<file path="config.mk">
export PLATFORM = sky130hd
export DESIGN_NAME = oscillator_calibration_counter
export DESIGN_NICKNAME = d
export VERILOG_FILES = /design/src/osc_cal_pkg.sv /design/src/oscillator_calibration_counter.sv
export SDC_FILE = /design/constraint.sdc
export NUM_CORES = 1
export LEC_CHECK = 0
export BUFFER_PORTS_ARGS = -buffer_cell sky130_fd_sc_hd__buf_2
export CORE_UTILIZATION = 64
export DETAILED_ROUTE_END_ITERATION = 10
export PLACE_DENSITY = 0.86
export REMOVE_ABC_BUFFERS = 1
export SLEW_MARGIN = 30
export SYNTH_ARGS = -nofsm -noshare
export SYNTH_HDL_FRONTEND = slang
export SYNTH_SLANG_ARGS = --single-unit
</file>
<file path="constraint.sdc">
create_clock -name clk -period 5.2 [get_ports clk]
set_clock_uncertainty 0.2 [all_clocks]
set_input_delay 1.3 -clock clk [delete_from_list [all_inputs] [get_ports clk]]
set_output_delay 1.3 -clock clk [all_outputs]
set_load 0.02 [all_outputs]
</file>
<file path="src/osc_cal_pkg.sv">
// Purpose: Constants for the oscillator calibration counter
// Assumes: 16-bit register port, byte offsets as printed
// Notes: Status and mask offsets sit after the count words
package osc_cal_pkg;

  localparam int ADDR_W = 32;
  localparam int DATA_W = 16;

  // Register byte offsets
  localparam logic [ADDR_W-1:0] OFS_SELECT     = 32'h5000_1600;
  localparam logic [ADDR_W-1:0] OFS_WINDOW     = 32'h5000_1602;
  localparam logic [ADDR_W-1:0] OFS_COUNT_LO   = 32'h5000_1604;
  localparam logic [ADDR_W-1:0] OFS_COUNT_HI   = 32'h5000_1606;
  localparam logic [ADDR_W-1:0] OFS_IRQ_STATUS = 32'h5000_1608;
  localparam logic [ADDR_W-1:0] OFS_IRQ_MASK   = 32'h5000_160A;

  // Select register fields
  localparam int SEL_LSB    = 0;
  localparam int SEL_W      = 2;
  localparam int START_BIT  = 2;
  localparam int EXTSEL_BIT = 3;

  // Reference codes
  localparam logic [1:0] REF_SLOW_RC    = 2'h0;
  localparam logic [1:0] REF_FAST_RC    = 2'h1;
  localparam logic [1:0] REF_SLOW_XTAL  = 2'h2;
  localparam logic [1:0] REF_LOW_FREQ_RC = 2'h3;

  // Input vector positions: four oscillators, external gate, fast clock
  localparam int N_OSC   = 4;
  localparam int EXT_POS = 4;
  localparam int FAST_POS = 5;
  localparam int N_IN    = 6;

  // Interrupt bits
  localparam int IRQ_W          = 2;
  localparam int IRQ_DONE_BIT   = 0;
  localparam int IRQ_REJECT_BIT = 1;

  // Reset values
  localparam logic [1:0]       RST_REF_SEL = 2'h0;
  localparam logic [15:0]      RST_WINDOW  = 16'h0000;
  localparam logic [IRQ_W-1:0] RST_MASK    = 2'h0;

  typedef enum logic [1:0] {
    CAL_IDLE,
    CAL_ALIGN,
    CAL_RUN
  } cal_state_e;

endpackage

</file>
<file path="src/oscillator_calibration_counter.sv">
// Purpose: Measures a reference oscillator against the fast divided clock
// Assumes: Oscillators and fast clock arrive as pins, slower than clk/4
// Notes: Edges are found after a two-stage synchroniser on clk
//
// Decided for this implementation: the address-and-strobe port.
`timescale 1ns/1ns
module oscillator_calibration_counter
  import osc_cal_pkg::*;
#(
  parameter int WIN_W = 16,
  parameter int CNT_W = 32
) (
  // Clock and reset
  input  wire logic              clk,
  input  wire logic              resetn,
  // Register port
  input  wire logic [ADDR_W-1:0] addr,
  input  wire logic [DATA_W-1:0] wr_data,
  input  wire logic              wr_en,
  input  wire logic              rd_en,
  output logic      [DATA_W-1:0] rd_data,
  // Oscillator and gate pins
  input  wire logic [N_OSC-1:0]  osc_in,
  input  wire logic              ext_gate_in,
  input  wire logic              fast_clk_in,
  // Status
  output logic                   cal_busy,
  output logic                   irq
);

  logic [N_IN-1:0]   sync1_ff;
  logic [N_IN-1:0]   sync2_ff;
  logic [N_IN-1:0]   sync3_ff;
  logic [1:0]        ref_sel_ff;
  logic              ext_sel_ff;
  logic [WIN_W-1:0]  window_ff;
  logic [WIN_W-1:0]  down_ff;
  logic [CNT_W-1:0]  live_ff;
  logic [CNT_W-1:0]  result_ff;
  logic [IRQ_W-1:0]  status_ff;
  logic [IRQ_W-1:0]  mask_ff;
  logic [DATA_W-1:0] rd_data_ff;
  logic              irq_ff;
  logic              busy_ff;
  cal_state_e        state_ff;
  cal_state_e        nxt_state;

  logic              wr_sel;
  logic              start_req;
  logic              ref_lvl;
  logic              ref_prev;
  logic              ref_edge;
  logic              fast_edge;
  logic              finish;
  logic [CNT_W-1:0]  nxt_live;
  logic [IRQ_W-1:0]  irq_set;
  logic [DATA_W-1:0] nxt_rd_data;

  assign rd_data  = rd_data_ff;
  assign irq      = irq_ff;
  assign cal_busy = busy_ff;

  // Pin synchroniser, third stage only for edge detection
  always_ff @(posedge clk) begin
    if (!resetn) begin
      sync1_ff <= '0;
      sync2_ff <= '0;
      sync3_ff <= '0;
    end else begin
      sync1_ff <= {fast_clk_in, ext_gate_in, osc_in};
      sync2_ff <= sync1_ff;
      sync3_ff <= sync2_ff;
    end
  end

  always_comb begin
    if (ext_sel_ff) begin
      ref_lvl  = sync2_ff[EXT_POS];
      ref_prev = sync3_ff[EXT_POS];
    end else begin
      ref_lvl  = sync2_ff[ref_sel_ff];
      ref_prev = sync3_ff[ref_sel_ff];
    end
  end

  assign ref_edge  = ref_lvl & ~ref_prev;
  assign fast_edge = sync2_ff[FAST_POS] & ~sync3_ff[FAST_POS];

  assign wr_sel    = wr_en && (addr == OFS_SELECT);
  assign start_req = wr_sel && wr_data[START_BIT];
  // window ends on the edge at count one or zero
  assign finish    = (state_ff == CAL_RUN) && ref_edge && (down_ff <= WIN_W'(1));
  assign nxt_live  = live_ff + CNT_W'(fast_edge);

  // Configuration registers
  // Selection is frozen while a run is active to keep the window coherent
  always_ff @(posedge clk) begin
    if (!resetn) begin
      ref_sel_ff <= RST_REF_SEL;
      ext_sel_ff <= 1'b0;
    end else if (wr_sel && state_ff == CAL_IDLE) begin
      ref_sel_ff <= wr_data[SEL_LSB +: SEL_W];
      ext_sel_ff <= wr_data[EXTSEL_BIT];
    end
  end

  always_ff @(posedge clk) begin
    if (!resetn) begin
      window_ff <= RST_WINDOW;
    end else if (wr_en && addr == OFS_WINDOW) begin
      window_ff <= wr_data[WIN_W-1:0];
    end
  end

  always_ff @(posedge clk) begin
    if (!resetn) begin
      mask_ff <= RST_MASK;
    end else if (wr_en && addr == OFS_IRQ_MASK) begin
      mask_ff <= wr_data[IRQ_W-1:0];
    end
  end

  // Measurement sequencer
  always_comb begin
    nxt_state = state_ff;
    unique case (state_ff)
      CAL_IDLE: begin
        if (start_req) begin
          nxt_state = CAL_ALIGN;
        end
      end
      CAL_ALIGN: begin
        if (ref_edge) begin
          nxt_state = CAL_RUN;
        end
      end
      CAL_RUN: begin
        if (finish) begin
          nxt_state = CAL_IDLE;
        end
      end
    endcase
  end

  always_ff @(posedge clk) begin
    if (!resetn) begin
      state_ff <= CAL_IDLE;
      busy_ff  <= 1'b0;
    end else begin
      state_ff <= nxt_state;
      busy_ff  <= (nxt_state != CAL_IDLE);
    end
  end

  always_ff @(posedge clk) begin
    if (!resetn) begin
      down_ff <= '0;
    end else if (state_ff == CAL_IDLE && start_req) begin
      down_ff <= window_ff;
    end else if (state_ff == CAL_RUN && ref_edge && !finish) begin
      down_ff <= down_ff - WIN_W'(1);
    end
  end

  always_ff @(posedge clk) begin
    if (!resetn) begin
      live_ff <= '0;
    end else if (state_ff == CAL_IDLE && start_req) begin
      live_ff <= '0;
    end else if (state_ff == CAL_RUN) begin
      live_ff <= nxt_live;
    end
  end

  always_ff @(posedge clk) begin
    if (!resetn) begin
      result_ff <= '0;
    end else if (finish) begin
      result_ff <= nxt_live;
    end
  end

  // Interrupt status, set wins over read clear
  always_comb begin
    irq_set                 = '0;
    irq_set[IRQ_DONE_BIT]   = finish;
    irq_set[IRQ_REJECT_BIT] = start_req && (state_ff != CAL_IDLE);
  end

  always_ff @(posedge clk) begin
    if (!resetn) begin
      status_ff <= '0;
    end else if (rd_en && addr == OFS_IRQ_STATUS) begin
      status_ff <= irq_set;
    end else begin
      status_ff <= status_ff | irq_set;
    end
  end

  always_ff @(posedge clk) begin
    if (!resetn) begin
      irq_ff <= 1'b0;
    end else begin
      irq_ff <= |(status_ff & mask_ff);
    end
  end

  // Read mux
  always_comb begin
    nxt_rd_data = '0;
    unique case (addr)
      OFS_SELECT: begin
        nxt_rd_data[SEL_LSB +: SEL_W] = ref_sel_ff;
        nxt_rd_data[START_BIT]        = busy_ff;
        nxt_rd_data[EXTSEL_BIT]       = ext_sel_ff;
      end
      OFS_WINDOW: begin
        nxt_rd_data[WIN_W-1:0] = window_ff;
      end
      OFS_COUNT_LO: begin
        nxt_rd_data = result_ff[DATA_W-1:0];
      end
      OFS_COUNT_HI: begin
        nxt_rd_data = result_ff[CNT_W-1:DATA_W];
      end
      OFS_IRQ_STATUS: begin
        nxt_rd_data[IRQ_W-1:0] = status_ff;
      end
      OFS_IRQ_MASK: begin
        nxt_rd_data[IRQ_W-1:0] = mask_ff;
      end
      default: begin
        nxt_rd_data = '0;
      end
    endcase
  end

  // Data valid only the cycle after the read strobe
  always_ff @(posedge clk) begin
    if (!resetn) begin
      rd_data_ff <= '0;
    end else if (rd_en) begin
      rd_data_ff <= nxt_rd_data;
    end else begin
      rd_data_ff <= '0;
    end
  end
endmodule

</file>
==> flow_summary.json, run 1 <==
{
  "maxCapViolCount": 0,
  "die_h_um": 108,
  "timing.rr.end": "result_ff[6]$_SDFFE_PN0P_",
  "arrival_ns": 4.14,
  "synth_area_sq_um": 7160,
  "ys.flop_type": "dfxtp_1",
  "setup_viol": 0,
  "fin_util_pct": 73.8,
  "clock-sinks": 141,
  "antenna_found_initial": 0,
  "cp_slowest_cell": "nor4b_1",
  "die_w_um": 108,
  "p_seq_share_pct": 48.5,
  "dp.cells": 988,
  "path_delay_family": "simple AND/OR/NAND/NOR gates",
  "fmax_mhz": 255,
  "path_buf_inv": 2,
  "period_minus_slack_ns": 3.92,
  "track_usage_pct": 34.4,
  "synth_cell_types": 65,
  "ir_worst_vdd_v": 0.000255,
  "io_buffers": 75,
  "hold_buffers": 0,
  "first_pass_iters": 5,
  "cts_max_level": 4,
  "status": "finished clean",
  "nFillCells": 792,
  "grt_max_degree": 55,
  "rsz0062_at_grt": "false",
  "tritoncts": "done",
  "path_clk_slew_ns": 0.06,
  "drtIter0Drc": 576,
  "r2r_setup_slack_ns": 1.95,
  "powerDensity_nw_per_um2": 279,
  "hold_path_startpoint": "sync1_ff[1]$_SDFF_PN0_",
  "hold_class": "reg -> reg",
  "core_area_sq_um": 10900,
  "dieArea_sq_um": 11600,
  "drc": 0,
  "yosys-top-cells-area": "dfxtp_1, nand3_1, xor2_1",
  "holdWs_ns": 0.227,
  "insertion_delay_ns": 0.55,
  "wirelength_um": 19200,
  "avgSynthCellArea_sq_um": 8.63,
  "pin_count": 76,
  "worst-setup-path-type": "in -> reg",
  "num_vias": 6620,
  "cts_resized": 0,
  "postRouteAntennaNets": 0,
  "cellLeakagePower_nw": 2.86,
  "p_sw_uw": 498,
  "crit_required_ns": 5.42,
  "hold_viol": 0,
  "reg2regPathDepth": 6,
  "dpl-instance-area_sq_um": 7500,
  "rows": 38,
  "ys_warn_count": 0,
  "critPathLaunchType": "primary input",
  "swShare_pct": 22.2,
  "p_comb_share_pct": 3.8,
  "yosysTopAreaCell": "dfxtp_1",
  "area_growth_pct": 12.3,
  "final_max_slew_viol_count": 0,
  "finalSetupTns_ns": 0,
  "reg2reg_from": "down_ff[4]$_SDFFE_PN0P_",
  "grt_pass1_vias": 6352,
  "start_util_pct": 65.8,
  "finalCritPeriodShare_pct": 75.5,
  "synth.most_common_cell": "dfxtp_1",
  "synth_top_area_share_pct": 39.4,
  "holdPathEnd": "sync2_ff[1]$_SDFF_PN0_",
  "cts_buffer_depth": 2,
  "diodes": 0,
  "post_cts_buffers": 0,
  "routedWlPerCell_um": 18.9,
  "end_kind": "register",
  "synth_top_cells_by_count": "dfxtp_1, nand3_1, nor2_1, clkbuf_1",
  "dp_hpwl_um": 13100,
  "clkPwrFrac_pct": 47.7,
  "whs_path_depth": 1,
  "yosysSeqAreaShare_pct": 39.4,
  "setup_slack_ns": 1.28,
  "tightest_slew_ns": 0.993,
  "syn_inst": 830,
  "postSynth.asyncResetShare_pct": 0,
  "dpl_worst_slack_ns": 0.792,
  "crit_path_cell_trace": "buf_2, nor4b_1, and4_1, nand4_1, nand2_1, buf_4, o31ai_1",
  "grt_overflow": 0,
  "nNetsFinal": 932,
  "crit_path_max_incr_delay_ns": 0.76,
  "drive_above_1_share_pct": 17.9,
  "synth.ff_latch_count": 141,
  "cts-root-buf": "clkbuf_8",
  "cp_max_fo": 34,
  "stdcell_count": 1018,
  "grt_pass1_wl_um": 30900,
  "via_per_inst": 6.50,
  "finalPower_mw": 2.24,
  "synth-edff-count": 0,
  "p_int_mw": 1.74,
  "design_area_sq_um": 8040,
  "numCtsBuffers": 17,
  "place.gp.congestion": 0.893,
  "slew_headroom_pct": 33.3
}
## power by group through the flow
| stage | registers, mW | logic, mW | clock network [mW] |
|---|---|---|---|
| final | 1.09 | 0.0850 | 1.07 |
| after detailed placement | 1.11 | 0.0815 | 0 |
| after global placement | 1.11 | 0.0788 | 0 |
| after floorplan | 1.11 | 0.0301 | 0 |
| after global routing | 1.09 | 0.0916 | 1.12 |
| after CTS | 1.09 | 0.0820 | 1.07 |
## cell usage in the layout (no fill, tap or decap), types with 3 or more instances in the layout
cell and count:
a2111oi_0 4, a211o_1 5, a211oi_1 9, a21oi_1 34
a21oi_2 15, a22oi_1 16, and2_1 27, and3_1 13
and3b_1 3, and4_1 8, buf_2 75, buf_4 11
clkbuf_1 3, clkbuf_16 16, clkbuf_8 5, clkinv_2 3
clkinvlp_4 3, dfxtp_1 141, ha_1 7, inv_1 11
mux2_2 13, mux2i_1 13, nand2_1 29, nand2b_1 16
nand3_1 76, nand4_1 38, nor2_1 72, nor2b_1 10
nor3_1 13, nor4_1 14, nor4_2 3, o2111ai_1 12
o211ai_1 4, o21ai_0 27, o21ai_1 15, or4_1 13
xnor2_1 20, xor2_1 38
## state kept, by name, indices dropped and copies added, names as in the netlist, 6 cells and up
| signal | cells |
|---|---|
| sync2_ff | 6 |
| window_ff | 16 |
| down_ff | 16 |
| live_ff | 32 |
| sync1_ff | 6 |
| rd_data | 16 |
| sync3_ff | 6 |
| result_ff | 32 |
## routing by layer
metal	up-vias	GRT usage (%)	wire, um
met5	-	0	0
met4	0	16.0	520
met3	60	6.60	1190
met2	283	58.0	9430
met1	3173	42.1	8040
li1	3104	-	-
## worst max-delay path by stage
stage / slack, ns / startpoint / end / cells past startpoint
2_1_floorplan: 1.18 / addr[15] / down_ff[7]$_SDFFE_PN0P_ / 5
3_3_place_gp: 0.94 / addr[15] / down_ff[7]$_SDFFE_PN0P_ / 7
3_5_place_dp: 0.79 / addr[15] / down_ff[1]$_SDFFE_PN0P_ / 7
4_1_cts: 1.35 / addr[11] / down_ff[7]$_SDFFE_PN0P_ / 7
5_1_grt: 1.03 / addr[11] / down_ff[7]$_SDFFE_PN0P_ / 7
6_report: 1.28 / addr[11] / down_ff[1]$_SDFFE_PN0P_ / 7
## cells by family (layout without fill, tap and decap cells)
group,Yosys count,after routing,synth area share [%]
AO/OA/AOI/OAI,165,165,16.0
XOR/XNOR,58,58,7.10
adder cells (fa/ha/maj),7,7,1.22
buffers and inverters,81,129,5.02
flip-flops,141,141,39.4
multiplexers,28,28,4.49
AND/OR/NAND/NOR,350,350,26.8
## final cells by class
| cell class | instances | area (sq um) | area share (%) |
|---|---|---|---|
| sequential | 141 | 2820 | 35.1 |
| tap | 140 | 175 | 2.18 |
| clock buffer | 24 | 480 | 5.98 |
| inverter | 13 | 48.8 | 0.607 |
| clock inverter | 6 | 37.5 | 0.467 |
| multi-input combinational | 608 | 4020 | 50.0 |
| timing repair buffer | 86 | 458 | 5.70 |
Note: power is estimated with default switching activity, not from simulation.
==> inputs of run 2 (changes only) <==
CORE_UTILIZATION = 53   (was 64)
PLACE_DENSITY = 0.76   (was 0.86)
clock period = 3.2 ns   (was 5.2 ns; I/O delays follow)
==> run 2 against run 1 <==
Cell area is 3.7% higher; critical endpoint is now result_ff[15]$_SDFFE_PN0P_; highest routed layer unchanged; sequential share of layout area is 1.2 points lower; total power is 75% higher; clock power is 89% higher; via count is 3.3% lower; largest power group is now clock; setup slack worse by 0.89 ns; critical path type is now reg -> reg; global-route usage is 8.0 points lower; first-iteration DRC count is 13% higher; register-to-register slack worse by 1.6 ns; hold slack better by 0.0049 ns; count of clock-buffer cells in the layout is 5 lower; flip-flop and latch count stayed put.
==> flow_summary.json, run 2 (synthesized netlist as in run 1, its figures left out) <==
{
  "status": "finished clean",
  "dp_hpwl_um": 12500,
  "slew_headroom_pct": 57.5,
  "end_kind": "register",
  "final_common_cell": "dfxtp_1",
  "critPathLaunchType": "register",
  "arrival_ns": 2.96,
  "place.gp.congestion": 0.928,
  "worst-setup-path-type": "reg -> reg",
  "cp_max_fo": 9,
  "grt_overflow": 0,
  "fmax_mhz": 355,
  "finalPower_mw": 3.93,
  "die_h_um": 118,
  "reg_top3": "live_ff x32, result_ff x32",
  "postRouteAntennaNets": 0,
  "ir_worst_vdd_v": 0.000406,
  "hold_viol": 0,
  "cts_resized": 0,
  "nNetsFinal": 949,
  "drc": 0,
  "clock-sinks": 141,
  "drive_above_1_share_pct": 19.4,
  "powerDensity_nw_per_um2": 472,
  "insertion_delay_ns": 0.42,
  "cts_buffer_depth": 2,
  "area_growth_pct": 16.4,
  "io_buffers": 75,
  "num_vias": 6399,
  "finalCritPeriodShare_pct": 88.1,
  "endpoint": "result_ff[15]$_SDFFE_PN0P_",
  "reg2reg_from": "down_ff[4]$_SDFFE_PN0P_",
  "antenna_found_initial": 1,
  "nFillCells": 1109,
  "dpl-instance-area_sq_um": 7720,
  "crit_start": "down_ff[4]$_SDFFE_PN0P_",
  "period_minus_slack_ns": 2.82,
  "grt_pass1_wl_um": 29600,
  "hold_class": "reg -> reg",
  "setup_viol": 0,
  "cts_max_level": 4,
  "post_cts_buffers": 0,
  "core_area_sq_um": 13200,
  "layout_common_cells": "dfxtp_1, nand3_1, buf_2, nor2_1",
  "drtIter0Drc": 650,
  "grt_pass1_vias": 6012,
  "reg2regPathDepth": 6,
  "via_per_inst": 5.96,
  "path_clk_slew_ns": 0.06,
  "dieArea_sq_um": 14000,
  "hold_buffers": 0,
  "start_util_pct": 54.3,
  "holdWs_ns": 0.232,
  "final_max_slew_viol_count": 0,
  "timing.rr.end": "result_ff[15]$_SDFFE_PN0P_",
  "tightest_slew_ns": 0.621,
  "multi_input_area_sq_um": 4000,
  "die_w_um": 118,
  "maxCapViolCount": 0,
  "pin_count": 76,
  "r2r_setup_slack_ns": 0.38,
  "crit_required_ns": 3.34,
  "grt_max_degree": 58,
  "cellLeakagePower_nw": 3.00,
  "cts-root-buf": "clkbuf_16",
  "wirelength_um": 17900,
  "first_pass_iters": 5,
  "tritoncts": "done",
  "track_usage_pct": 26.3,
  "routedWlPerCell_um": 16.6,
  "seq_area_sq_um": 2820,
  "rsz0062_at_grt": "false",
  "design_area_sq_um": 8330,
  "rows": 42,
  "numCtsBuffers": 17
}
## run 2: per-layer routing
layer,track usage [%],share of wire (%),vias up
met3,5.79,5.2,36
met4,10.7,2.0,0
li1,-,-,3156
met2,42.9,48,187
met1,33.6,45,3020
met5,0,0,-
## run 2: worst min path at each step
stage | startpoint | slack, ns | depth (start not counted) | to
6_report | sync1_ff[1]$_SDFF_PN0_ | 0.23 | 1 | sync2_ff[1]$_SDFF_PN0_
5_1_grt | sync1_ff[3]$_SDFF_PN0_ | 0.24 | 1 | sync2_ff[3]$_SDFF_PN0_
4_1_cts | sync1_ff[3]$_SDFF_PN0_ | 0.23 | 1 | sync2_ff[3]$_SDFF_PN0_
3_5_place_dp | sync1_ff[3]$_SDFF_PN0_ | 0.22 | 1 | sync2_ff[3]$_SDFF_PN0_
3_3_place_gp | sync1_ff[2]$_SDFF_PN0_ | 0.22 | 1 | sync2_ff[2]$_SDFF_PN0_
2_1_floorplan | sync1_ff[0]$_SDFF_PN0_ | 0.21 | 1 | sync2_ff[0]$_SDFF_PN0_
## run 2: critical path, stage by stage (launching register included)
cell	delay, ns
dfxtp_1	0.34
or4_1	0.57
buf_4	0.19
nor4_4	0.52
o2111a_1	0.52
a21oi_1	0.15
a211oi_1	0.23
## run 2: cell type report
class	count	area share, %
antenna	1	0.0300
timing repair buffer	103	7.63
clock inverter	13	1.98
sequential	141	33.9
tap	176	2.64
clock buffer	19	5.31
inverter	13	0.585
multi-input combinational	608	48.0
## run 2: power breakdown
part | leakage (nW) | switching, mW | internal, mW | total [mW]
Combinational | 1.58 | 0.0861 | 0.0566 | 0.143
Sequential | 1.14 | 0.00299 | 1.76 | 1.77
Clock | 0.286 | 0.773 | 1.25 | 2.02
## run 2: metrics by stage
stage | util [%] | setup TNS, ns | setup slack [ns] | std cells
global placement | 58.6 | 0 | 0.229 | 1041
CTS | 63.2 | 0 | 0.382 | 1073
floorplan | - | -26.87 | -0.662 | 762
global route | 63.2 | 0 | 0.177 | 1074
finish | 63.2 | 0 | 0.382 | 1074
detailed placement | 58.6 | 0 | 0.187 | 1041
